===== src/shared/pcseq_regs.svh =====
// Register offsets, reset values and field positions of the fetch address unit
`ifndef PCSEQ_REGS_SVH
`define PCSEQ_REGS_SVH

`define PCSEQ_ADDR_LOW       8'h02
`define PCSEQ_ADDR_LATCH     8'h03
`define PCSEQ_ADDR_CTRL      8'h04
`define PCSEQ_ADDR_STAT      8'h05
`define PCSEQ_PC_RESET       16'h0000
`define PCSEQ_LATCH_RESET    8'h00
`define PCSEQ_VECTOR_RESET   16'h0020
`define PCSEQ_PAGE_LSB       13
`define PCSEQ_CTRL_GID_BIT   0
`define PCSEQ_PHASES         4
`define PCSEQ_PHASE_FIRST    2'h0
`define PCSEQ_PHASE_LAST     2'h3

`endif


===== src/shared/pcseq_pkg.sv =====
// Types shared by the fetch address unit
package pcseq_pkg;

	typedef enum logic [2:0] {
		PCSEQ_OP_NONE,
		PCSEQ_OP_BRANCH,
		PCSEQ_OP_LONG_CALL,
		PCSEQ_OP_RETURN,
		PCSEQ_OP_RET_LIT,
		PCSEQ_OP_RET_INT,
		PCSEQ_OP_SKIP
	} pcseq_op_e;

	typedef struct packed {
		pcseq_op_e   op;
		logic [15:0] opcode;
		logic [15:0] stack_top;
	} pcseq_cmd_s;

	typedef struct packed {
		logic [15:0] addr;
		logic        forced_nop;
	} pcseq_fetch_s;

endpackage


===== src/rtl/pcseq_core.sv =====
// Program counter, high-byte holding latch and their data-memory port
//
// Implementation choices: strobed register access and the register offsets.
`timescale 1ns/1ps
`include "pcseq_regs.svh"

module pcseq_core #(
	parameter logic [15:0] VECTOR = `PCSEQ_VECTOR_RESET
) (
	input  wire logic                  mclk_i,
	input  wire logic                  resetn_i,
	input  wire logic [7:0]            reg_addr_i,
	input  wire logic [7:0]            reg_wdata_i,
	input  wire logic                  reg_write_i,
	input  wire logic                  reg_read_i,
	input  wire logic                  reg_rmw_i,
	output logic      [7:0]            reg_rdata_o,
	input  wire logic                  cmd_valid_i,
	input  wire pcseq_pkg::pcseq_cmd_s cmd_i,
	input  wire logic                  wake_irq_i,
	output pcseq_pkg::pcseq_fetch_s    fetch_o,
	output logic                       fetch_strobe_o,
	output logic      [1:0]            phase_o
);

	logic [15:0] pc_q;
	logic [7:0]  latch_q;
	logic [1:0]  phase_q;
	logic        skip_q;
	logic        gid_q;
	logic [7:0]  rdata_q;
	logic        wake_q1;
	logic        wake_q2;
	logic        wake_d;
	logic        vector_go;
	logic        q1;
	logic        low_wr;
	logic        low_rd;
	logic        latch_wr;

	assign q1        = (phase_q == `PCSEQ_PHASE_FIRST);
	assign low_wr    = reg_write_i && (reg_addr_i == `PCSEQ_ADDR_LOW);
	assign low_rd    = reg_read_i && (reg_addr_i == `PCSEQ_ADDR_LOW);
	assign latch_wr  = reg_write_i && (reg_addr_i == `PCSEQ_ADDR_LATCH);
	assign vector_go = wake_q2 && !wake_d && !gid_q;

	// Quarter phase counter
	always_ff @(posedge mclk_i or negedge resetn_i) begin
		if (!resetn_i) begin
			phase_q <= `PCSEQ_PHASE_FIRST;
		end else begin
			phase_q <= phase_q + 2'h1;
		end
	end

	// Wake request synchroniser and edge
	always_ff @(posedge mclk_i or negedge resetn_i) begin
		if (!resetn_i) begin
			wake_q1 <= 1'b0;
			wake_q2 <= 1'b0;
			wake_d  <= 1'b0;
		end else begin
			wake_q1 <= wake_irq_i;
			wake_q2 <= wake_q1;
			wake_d  <= wake_q2;
		end
	end

	// Global interrupt disable control bit
	always_ff @(posedge mclk_i or negedge resetn_i) begin
		if (!resetn_i) begin
			gid_q <= 1'b0;
		end else if (reg_write_i && reg_addr_i == `PCSEQ_ADDR_CTRL) begin
			gid_q <= reg_wdata_i[`PCSEQ_CTRL_GID_BIT];
		end
	end

	// Fetch address
	always_ff @(posedge mclk_i or negedge resetn_i) begin
		if (!resetn_i) begin
			pc_q <= `PCSEQ_PC_RESET;
		end else if (vector_go) begin
			pc_q <= VECTOR;
		end else if (low_wr) begin
			pc_q <= {latch_q, reg_wdata_i};
		end else if (cmd_valid_i) begin
			case (cmd_i.op)
				pcseq_pkg::PCSEQ_OP_BRANCH: begin
					pc_q <= {pc_q[15:`PCSEQ_PAGE_LSB], cmd_i.opcode[12:0]};
				end
				pcseq_pkg::PCSEQ_OP_LONG_CALL: begin
					pc_q <= {latch_q, cmd_i.opcode[7:0]};
				end
				pcseq_pkg::PCSEQ_OP_RETURN,
				pcseq_pkg::PCSEQ_OP_RET_LIT,
				pcseq_pkg::PCSEQ_OP_RET_INT: begin
					pc_q <= cmd_i.stack_top;
				end
				default: begin
					if (q1) begin
						pc_q <= pc_q + 16'h0001;
					end
				end
			endcase
		end else if (q1) begin
			pc_q <= pc_q + 16'h0001;
		end
	end

	// Holding latch
	always_ff @(posedge mclk_i or negedge resetn_i) begin
		if (!resetn_i) begin
			latch_q <= `PCSEQ_LATCH_RESET;
		end else if (latch_wr) begin
			latch_q <= reg_wdata_i;
		end else if (low_rd && !reg_rmw_i) begin
			latch_q <= pc_q[15:8];
		end else if (cmd_valid_i && !vector_go && !low_wr) begin
			case (cmd_i.op)
				pcseq_pkg::PCSEQ_OP_BRANCH: begin
					latch_q <= {pc_q[15:`PCSEQ_PAGE_LSB], cmd_i.opcode[12:8]};
				end
				pcseq_pkg::PCSEQ_OP_RETURN: begin
					latch_q <= cmd_i.stack_top[15:8];
				end
				default: begin
					latch_q <= latch_q;
				end
			endcase
		end
	end

	// Skip marks the next fetch as a forced no-op
	always_ff @(posedge mclk_i or negedge resetn_i) begin
		if (!resetn_i) begin
			skip_q <= 1'b0;
		end else if (cmd_valid_i && cmd_i.op == pcseq_pkg::PCSEQ_OP_SKIP) begin
			skip_q <= 1'b1;
		end else if (q1) begin
			skip_q <= 1'b0;
		end
	end

	// Registered fetch output
	always_ff @(posedge mclk_i or negedge resetn_i) begin
		if (!resetn_i) begin
			fetch_o <= '0;
		end else if (q1) begin
			fetch_o.addr       <= pc_q;
			fetch_o.forced_nop <= skip_q;
		end
	end

	// Register read port
	always_ff @(posedge mclk_i or negedge resetn_i) begin
		if (!resetn_i) begin
			rdata_q <= 8'h00;
		end else if (reg_read_i) begin
			case (reg_addr_i)
				`PCSEQ_ADDR_LOW:   rdata_q <= pc_q[7:0];
				`PCSEQ_ADDR_LATCH: rdata_q <= latch_q;
				`PCSEQ_ADDR_CTRL:  rdata_q <= {7'h00, gid_q};
				`PCSEQ_ADDR_STAT:  rdata_q <= {6'h00, phase_q};
				default:           rdata_q <= 8'h00;
			endcase
		end else begin
			rdata_q <= 8'h00;
		end
	end

	assign reg_rdata_o    = rdata_q;
	assign fetch_strobe_o = (phase_q == `PCSEQ_PHASE_LAST);
	assign phase_o        = phase_q;

	// Checks of the fetch address rules
	a_q1_increment: assert property (@(posedge mclk_i) disable iff (!resetn_i)
		resetn_i && q1 && !cmd_valid_i && !low_wr && !vector_go
		|=> pc_q == $past(pc_q) + 16'h0001)
		else $error("fetch address did not increment");

	a_no_increment: assert property (@(posedge mclk_i) disable iff (!resetn_i)
		!q1 && !cmd_valid_i && !low_wr && !vector_go
		|=> $stable(pc_q))
		else $error("fetch address moved outside first phase");

	a_phase_step: assert property (@(posedge mclk_i) disable iff (!resetn_i)
		resetn_i
		|=> phase_q == $past(phase_q) + 2'h1)
		else $error("quarter phase did not advance");

	a_fetch_load: assert property (@(posedge mclk_i) disable iff (!resetn_i)
		q1
		|=> fetch_o.addr == $past(pc_q))
		else $error("fetch output did not take address");

	a_fetch_holds: assert property (@(posedge mclk_i) disable iff (!resetn_i)
		!q1
		|=> $stable(fetch_o))
		else $error("fetch output changed outside first phase");

	a_low_write_page: assert property (@(posedge mclk_i) disable iff (!resetn_i)
		low_wr && !vector_go
		|=> pc_q == {$past(latch_q), $past(reg_wdata_i)})
		else $error("low byte write did not take latch page");

	a_latch_write: assert property (@(posedge mclk_i) disable iff (!resetn_i)
		latch_wr
		|=> latch_q == $past(reg_wdata_i))
		else $error("latch write lost");

	a_high_hidden: assert property (@(posedge mclk_i) disable iff (!resetn_i)
		reg_write_i && !low_wr && !cmd_valid_i && !vector_go && !q1
		|=> $stable(pc_q))
		else $error("register write reached high byte");

	a_read_copies: assert property (@(posedge mclk_i) disable iff (!resetn_i)
		low_rd && !reg_rmw_i && !latch_wr
		|=> latch_q == $past(pc_q[15:8]))
		else $error("low byte read did not copy high byte");

	a_read_low: assert property (@(posedge mclk_i) disable iff (!resetn_i)
		low_rd
		|=> reg_rdata_o == $past(pc_q[7:0]))
		else $error("low byte read data wrong");

	a_rdata_idle: assert property (@(posedge mclk_i) disable iff (!resetn_i)
		!reg_read_i
		|=> reg_rdata_o == 8'h00)
		else $error("read data outside read cycle");

	a_long_call: assert property (@(posedge mclk_i) disable iff (!resetn_i)
		cmd_valid_i && cmd_i.op == pcseq_pkg::PCSEQ_OP_LONG_CALL
		&& !low_wr && !vector_go && !latch_wr && !low_rd
		|=> pc_q == {$past(latch_q), $past(cmd_i.opcode[7:0])} && $stable(latch_q))
		else $error("long call load wrong");

	a_return_load: assert property (@(posedge mclk_i) disable iff (!resetn_i)
		cmd_valid_i && cmd_i.op == pcseq_pkg::PCSEQ_OP_RETURN
		&& !low_wr && !vector_go && !latch_wr && !low_rd
		|=> pc_q == $past(cmd_i.stack_top) && latch_q == $past(cmd_i.stack_top[15:8]))
		else $error("return load wrong");

	a_ret_lit_load: assert property (@(posedge mclk_i) disable iff (!resetn_i)
		cmd_valid_i && cmd_i.op == pcseq_pkg::PCSEQ_OP_RET_LIT && !low_wr && !vector_go
		|=> pc_q == $past(cmd_i.stack_top))
		else $error("literal return load wrong");

	a_ret_lit_keeps: assert property (@(posedge mclk_i) disable iff (!resetn_i)
		cmd_valid_i && cmd_i.op == pcseq_pkg::PCSEQ_OP_RET_LIT && !latch_wr && !low_rd
		|=> $stable(latch_q))
		else $error("literal return changed latch");

	a_ret_int_keeps: assert property (@(posedge mclk_i) disable iff (!resetn_i)
		cmd_valid_i && cmd_i.op == pcseq_pkg::PCSEQ_OP_RET_INT
		&& !low_wr && !vector_go && !latch_wr && !low_rd
		|=> pc_q == $past(cmd_i.stack_top) && $stable(latch_q))
		else $error("interrupt return load wrong");

	a_branch_load: assert property (@(posedge mclk_i) disable iff (!resetn_i)
		cmd_valid_i && cmd_i.op == pcseq_pkg::PCSEQ_OP_BRANCH
		&& !low_wr && !vector_go && !latch_wr && !low_rd
		|=> pc_q == {$past(pc_q[15:13]), $past(cmd_i.opcode[12:0])}
		&& latch_q == {$past(pc_q[15:13]), $past(cmd_i.opcode[12:8])})
		else $error("branch load wrong");

	a_vector_load: assert property (@(posedge mclk_i) disable iff (!resetn_i)
		vector_go
		|=> pc_q == VECTOR)
		else $error("interrupt vector not loaded");

	a_vector_keeps: assert property (@(posedge mclk_i) disable iff (!resetn_i)
		vector_go && !latch_wr && !low_rd && !cmd_valid_i
		|=> $stable(latch_q))
		else $error("vector load changed latch");

	a_skip_nop: assert property (@(posedge mclk_i) disable iff (!resetn_i)
		cmd_valid_i && cmd_i.op == pcseq_pkg::PCSEQ_OP_SKIP
		|-> ##[1:5] fetch_o.forced_nop)
		else $error("skip did not force a no-op");

	a_rmw_keeps: assert property (@(posedge mclk_i) disable iff (!resetn_i)
		low_rd && reg_rmw_i && !latch_wr
		|=> $stable(latch_q))
		else $error("modify-write changed latch");

	c_branch: cover property (@(posedge mclk_i) cmd_valid_i && cmd_i.op == pcseq_pkg::PCSEQ_OP_BRANCH);
	c_call:   cover property (@(posedge mclk_i)
		cmd_valid_i && cmd_i.op == pcseq_pkg::PCSEQ_OP_LONG_CALL);
	c_jump:   cover property (@(posedge mclk_i) latch_wr ##[1:4] low_wr);
	c_vector: cover property (@(posedge mclk_i) vector_go);
	c_skip:   cover property (@(posedge mclk_i) fetch_o.forced_nop);

endmodule // pcseq_core


===== config.mk =====
export PLATFORM = sky130hd
export DESIGN_NAME = pcseq_core
export DESIGN_NICKNAME = d
export VERILOG_FILES = /design/src/shared/pcseq_pkg.sv /design/src/rtl/pcseq_core.sv
export VERILOG_INCLUDE_DIRS = /design/src /design/src/shared
export SDC_FILE = /design/constraint.sdc
export NUM_CORES = 1
export LEC_CHECK = 0
export BUFFER_PORTS_ARGS = -buffer_cell sky130_fd_sc_hd__buf_4
export CORE_UTILIZATION = 45
export CTS_CLUSTER_DIAMETER = 100
export CTS_CLUSTER_SIZE = 24
export DETAILED_ROUTE_END_ITERATION = 10
export PLACE_DENSITY = 0.69
export SLEW_MARGIN = 20
export SYNTH_ARGS = -nofsm -noshare
export SYNTH_HDL_FRONTEND = slang
export SYNTH_SLANG_ARGS = --single-unit
export TNS_END_PERCENT = 1

===== constraint.sdc =====
create_clock -name mclk_i -period 2.2 [get_ports mclk_i]
set_input_delay 0.11 -clock mclk_i [delete_from_list [all_inputs] [get_ports mclk_i]]
set_output_delay 0.11 -clock mclk_i [all_outputs]
set_load 0.05 [all_outputs]

# --- Word level (Yosys, flattened, before mapping) ---
# Index checks and enable logic that the tools add are counted.
word_totals:
  register_bits: 56
  out_inout_bits: 28
  latch_bits: 0
  ram_bits: 0
  romBits: 0
  elab_cells: 60
  mem_count: 0
op_classes:
  n_eq_ne: 12
  reduce_logical: 21
  mux: 13
  n_bitwise: 0
  n_lt_le_gt_ge: 0
  shift: 0
  addsub: 2
  mul: 0
  div_mod_pow: 0
ops:
  columns: ["cell", "count"]
  rows:
  - ["16-bit two-way mux", 4]
  - ["16-bit one-hot mux with 3 select lines", 1]
  - ["8-bit two-way mux", 4]
  - ["8-bit one-hot mux with 4 select lines", 1]
  - ["16-bit by 1-bit adder with 16-bit output, second input constant", 1]
  - ["8-bit by 2-bit equality test with 1-bit output, second input constant", 2]
  - ["8-bit by 3-bit equality test with 1-bit output, second input constant", 2]
  - ["8-bit one-hot mux with 2 select lines", 1]
  - ["1-bit logical AND", 10]
  - ["3-bit equality test, second input constant", 3]
  - ["3-bit by 2-bit equality test with 1-bit output, second input constant", 2]
  - ["1-bit zero test", 5]
  - ["4-bit inequality test, second input constant", 1]
  - ["4-bit nonzero test", 1]
  - ["3-bit by 1-bit equality test with 1-bit output, second input constant", 1]
  - ["3-bit nonzero test", 1]
  - ["3-bit OR reduction", 1]
  - ["2-bit by 1-bit adder with 2-bit output, second input constant", 1]
  - ["2-bit equality test, second input constant", 1]
  - ["2-bit zero test", 1]
  - ["1-bit two-way mux", 2]
  - ["2-bit AND reduction", 1]
  - ["2-bit nonzero test", 1]

# --- Longest topological paths before layout ---
logic_depth:
  word_depth: 9
  depth_mapped: 8
  ltp_nobuf: 7

# --- Worst setup path before layout ---
# No wires, ideal clock.
synth_path:
  kind: "register to register"
  start: "reg phase_q[0], in the netlist phase_o[0]"
  end: "reg pc_q[13]"
  setup_ps: 159
  path_buffers: 1
  t_arrival_ps: 1878
  t_required_ps: 2041
  setup_slack_ps: 163
  path_stages_with_launch: 9
  cell_sequence: "dfrtp_1 -> inv_1 -> ha_1 -> clkbuf_2 -> nand4_2 -> nor4_4 -> xor2_1 -> a221oi_1 -> nor4_2"
synth_between:
  elab_chain_len: 6
synth_lines:
  columns: ["item", "line_no", "source"]
  rows:
  - ["from (decl)", "pcseq_core.sv:28", "logic [1:0] phase_q;"]
  - ["from (signal assigned)", "pcseq_core.sv:50", "phase_q <= `PCSEQ_PHASE_FIRST;"]
  - ["from (signal assigned)", "pcseq_core.sv:52", "phase_q <= phase_q + 2'h1;"]
  - ["2-bit zero test (no source line) (*)", null, null]
  - ["16-bit two-way mux (*)", null, null]
  - ["16-bit one-hot mux with 3 select lines", null, null]
  - ["16-bit two-way mux (*) (3 in a row)", null, null]
  - ["to (signal assigned)", "pcseq_core.sv:81", "pc_q <= `PCSEQ_PC_RESET;"]
  - ["to (signal assigned)", "pcseq_core.sv:85", "pc_q <= {latch_q, reg_wdata_i};"]
  - ["to (signal assigned)", "pcseq_core.sv:89", "pc_q <= {pc_q[15:`PCSEQ_PAGE_LSB], cmd_i.opcode[12:0]};"]
  - ["to (decl)", "pcseq_core.sv:26", "logic [15:0] pc_q;"]
# Every way passes the cells marked *; elsewhere a longest branch is shown, timed or not.
# A chain may end at the register's enable or synchronous reset.

# --- Worst setup path in the final report ---
layout_path:
  start: "reg phase_q[0], in the netlist phase_o[0]"
  end: "reg pc_q[12]"
# The elaborated chain is that of the path after synthesis.

==> flow_summary.ini <==
[status]
status = finished, final reports clean

[sta]
fin_crit_ps = 2010
fmax_ghz = 0.496
slew_viol_final = 0
finalCritPeriodShare = 0.916
tns_ps = 0
skew_ps = 12.0
rsz0062_at_grt = false
hold_violations = 0
slew_headroom = 0.522
tightest_slew_ps = 717
setup_viol = 0

[global_route]
antenna_found_initial = 0
globalRoute.totalOverflow = 0
grt_max_degree = 57
grt_pass1_wl_um = 16100
grt_pass1_vias = 3082
grt_usage = 0.247

[clock_network]
cts_root_buf = clkbuf_8
clkSlewWorstSetupHoldPaths_ps = 120
h-tree-depth = 2
cts_tree = yes
cts_setup_buffers = 0
cts.sinks = 56
cts-buffers-inserted = 5
clock_latency_ps = 330
clock_path_buffers = 2

[synth]
yosys_most_used_dff = dfrtp_1
ys_types = 54
synthTopCellsByCount = dfrtp_1 (56), mux2_2 (27), nand2_1 (22), o21ai_0 (22), a22oi_1 (19)
synth_most_common_cell = dfrtp_1
synth-edff-count = 0
synth_top_area_frac = 0.400
synthArstFlopShare = 1.00
synth_largest_area_cell = dfrtp_1
syn_inst = 351
yosysWarnings = 0
syn-mean-instance-area_sq_um = 9.97
ys_seq_area_frac = 0.400
syn_area_sq_um = 3500
synth_fp_nets = 412
synth_seq_cells = 56
yosys-top-cells-area = dfrtp_1 (40%), mux2_2 (8.7%), mux2i_1 (4.6%)

[drt]
wl_met1_um = 4330
top_layer_used = met4
viasPerCell = 5.83
wl_per_cell_um = 18.1
route.met3.wl_um = 728
drt-initial-drc-count = 203
first_pass_iters = 4
vias = 3099
wirelength_um = 9620
drc = 0
met2_length_um = 4430
drtAntennaViolNets = 0

[final_layout]
n_antenna_cell = 0
final_nets = 493
drive_above_1_share = 0.337
synthToLayoutAreaGrowth_pct = 24.3
finalInstanceArea_sq_um = 4350
fill_cells = 670

[hold_path]
hold_depth = 3
hold_path_class = primary input to register
hold_path_startpoint = reg_wdata_i[5]
hold-path-endpoint = pc_q[5]

[critical_path]
cp-end-kind = register
reg2reg_depth = 7
path_class = register to register
crit_required_ps = 2440
r2r-end = pc_q[12]
startpoint_type = register
worstReg2RegStart = phase_o[0]
r2r_slack_ps = 190
worstPathArrival_ps = 2260
crit_fanout = 6

[job]
maxCapViolCount = 0

[place]
port-buffer-count = 82
dp_hpwl_um = 7220
routabilityCongestion = 0.923
placed_area_sq_um = 4230

[floorplanning]
fp.dieH_um = 90.2
num_rows = 31
initial_core_util = 0.475
core_area_sq_um = 7370
die_w_um = 90.2
ioPinCount = 86
dieArea_sq_um = 8130

[power]
ir_worst_vdd_mv = 0.253
power.leakage_nw = 1.98
p_per_area_nw_per_um2 = 609
flip-flops by register name, indices dropped and copies added (netlist names):
register / cells
skip_q: 1
pc_q: 16
wake_q1: 1
wake_d: 1
gid_q: 1
wake_q2: 1
reg_rdata_o: 8
phase_o: 2
fetch_o: 17
latch_q: 8
metal layers:
layer | global-route usage | up-vias
met5 | 0 | -
li1 | - | 1473
met2 | 0.387 | 133
met1 | 0.356 | 1481
met3 | 0.0440 | 12
met4 | 0.0551 | 0
layout make-up:
cell class,instances,area (sq um),area share
Clock buffer,5,68.8,0.0158
Clock inverter,3,27.5,0.00633
Sequential cell,56,1400,0.322
Tap cell,99,124,0.0285
Timing Repair Buffer,97,733,0.168
Multi-Input combinational cell,260,1950,0.449
Inverter,12,45.0,0.0104
stage by stage:
step	hold slack, ps	instances	worst slack [ps]	total power [mW]	utilization
6_report	21.7	532	185	2.65	0.590
5_1_grt	32.3	532	83.3	2.77	0.590
4_1_cts	22.8	532	119	2.65	0.590
3_5_place_dp	213	522	164	2.05	0.574
3_3_place_gp	207	522	247	2.04	0.574
2_1_floorplan	-186	351	163	1.74	-
cell usage in the layout, fill, tap and decap left out, types with 2 or more instances in the layout:
| cell type | Yosys | layout |
|---|---|---|
| xor2_1 | 5 | 5 |
| nand4_1 | 2 | 2 |
| nor2_1 | 16 | 16 |
| nor4_2 | 3 | 3 |
| buf_4 | 0 | 95 |
| dlygate4sd3_1 | 0 | 2 |
| xnor2_1 | 10 | 10 |
| clkbuf_8 | 0 | 5 |
| and3_1 | 2 | 2 |
| a221oi_1 | 2 | 2 |
| nor2b_1 | 11 | 11 |
| a22oi_1 | 19 | 19 |
| nor4_4 | 2 | 2 |
| nand3_1 | 8 | 8 |
| and2_1 | 2 | 2 |
| a31oi_1 | 4 | 4 |
| a32oi_1 | 3 | 3 |
| o21a_1 | 7 | 7 |
| nor3_1 | 4 | 4 |
| nand2_1 | 22 | 22 |
| o211ai_1 | 4 | 4 |
| o22ai_1 | 12 | 12 |
| a21oi_1 | 17 | 17 |
| nand2b_1 | 3 | 3 |
| mux2_2 | 27 | 27 |
| dfrtp_1 | 56 | 56 |
| mux2i_1 | 16 | 16 |
| nand4_2 | 2 | 2 |
| a211oi_1 | 3 | 3 |
| a22o_1 | 4 | 4 |
| o221ai_1 | 5 | 5 |
| a221o_1 | 3 | 3 |
| o21ai_0 | 22 | 22 |
| ha_1 | 3 | 2 |
| inv_1 | 12 | 12 |
worst max-delay path by stage:
stage / start / endpoint
global placement: phase_o[0] / pc_q[13]
CTS: phase_o[0] / pc_q[12]
finish: phase_o[0] / pc_q[12]
global route: phase_o[0] / pc_q[12]
floorplan: phase_o[0] / pc_q[13]
detailed placement: phase_o[0] / pc_q[12]
power breakdown:
group          internal [mW]  leakage (nW)  switching [mW]
Combinational          0.331          1.23           0.412
Sequential              1.14         0.704           0.150
Clock                  0.235        0.0463           0.377
Total                   1.71          1.98           0.939
timing repair:
| action | in CTS | in global routing |
|---|---|---|
| endpoints found under the hold margin | 57 | 0 |
| resized for setup | 0 | 1 |
| endpoints found under the setup margin | 0 | 2 |
| hold buffers | 2 | 0 |
worst max-delay path: stages, from the launching register on:
cell and delay [ps]:
dfrtp_1 430, inv_1 100, ha_2 270, nand3_1 280, nor4_2 330, xor2_1 200
o22ai_1 110, a211oi_2 220
cells by family (layout without fill, tap and decap cells):
kind of cell    count (synthesis)  in the layout  synth area share
mux                            43             43             0.133
compound gates                113            113             0.224
buf+inv                        35            117            0.0425
flops                          56             56             0.400
xor+xnor                       15             15            0.0375
simple gates                   86             86             0.152
fa+ha+maj                       3              3            0.0107
Note: power is estimated with default switching activity, not from simulation.
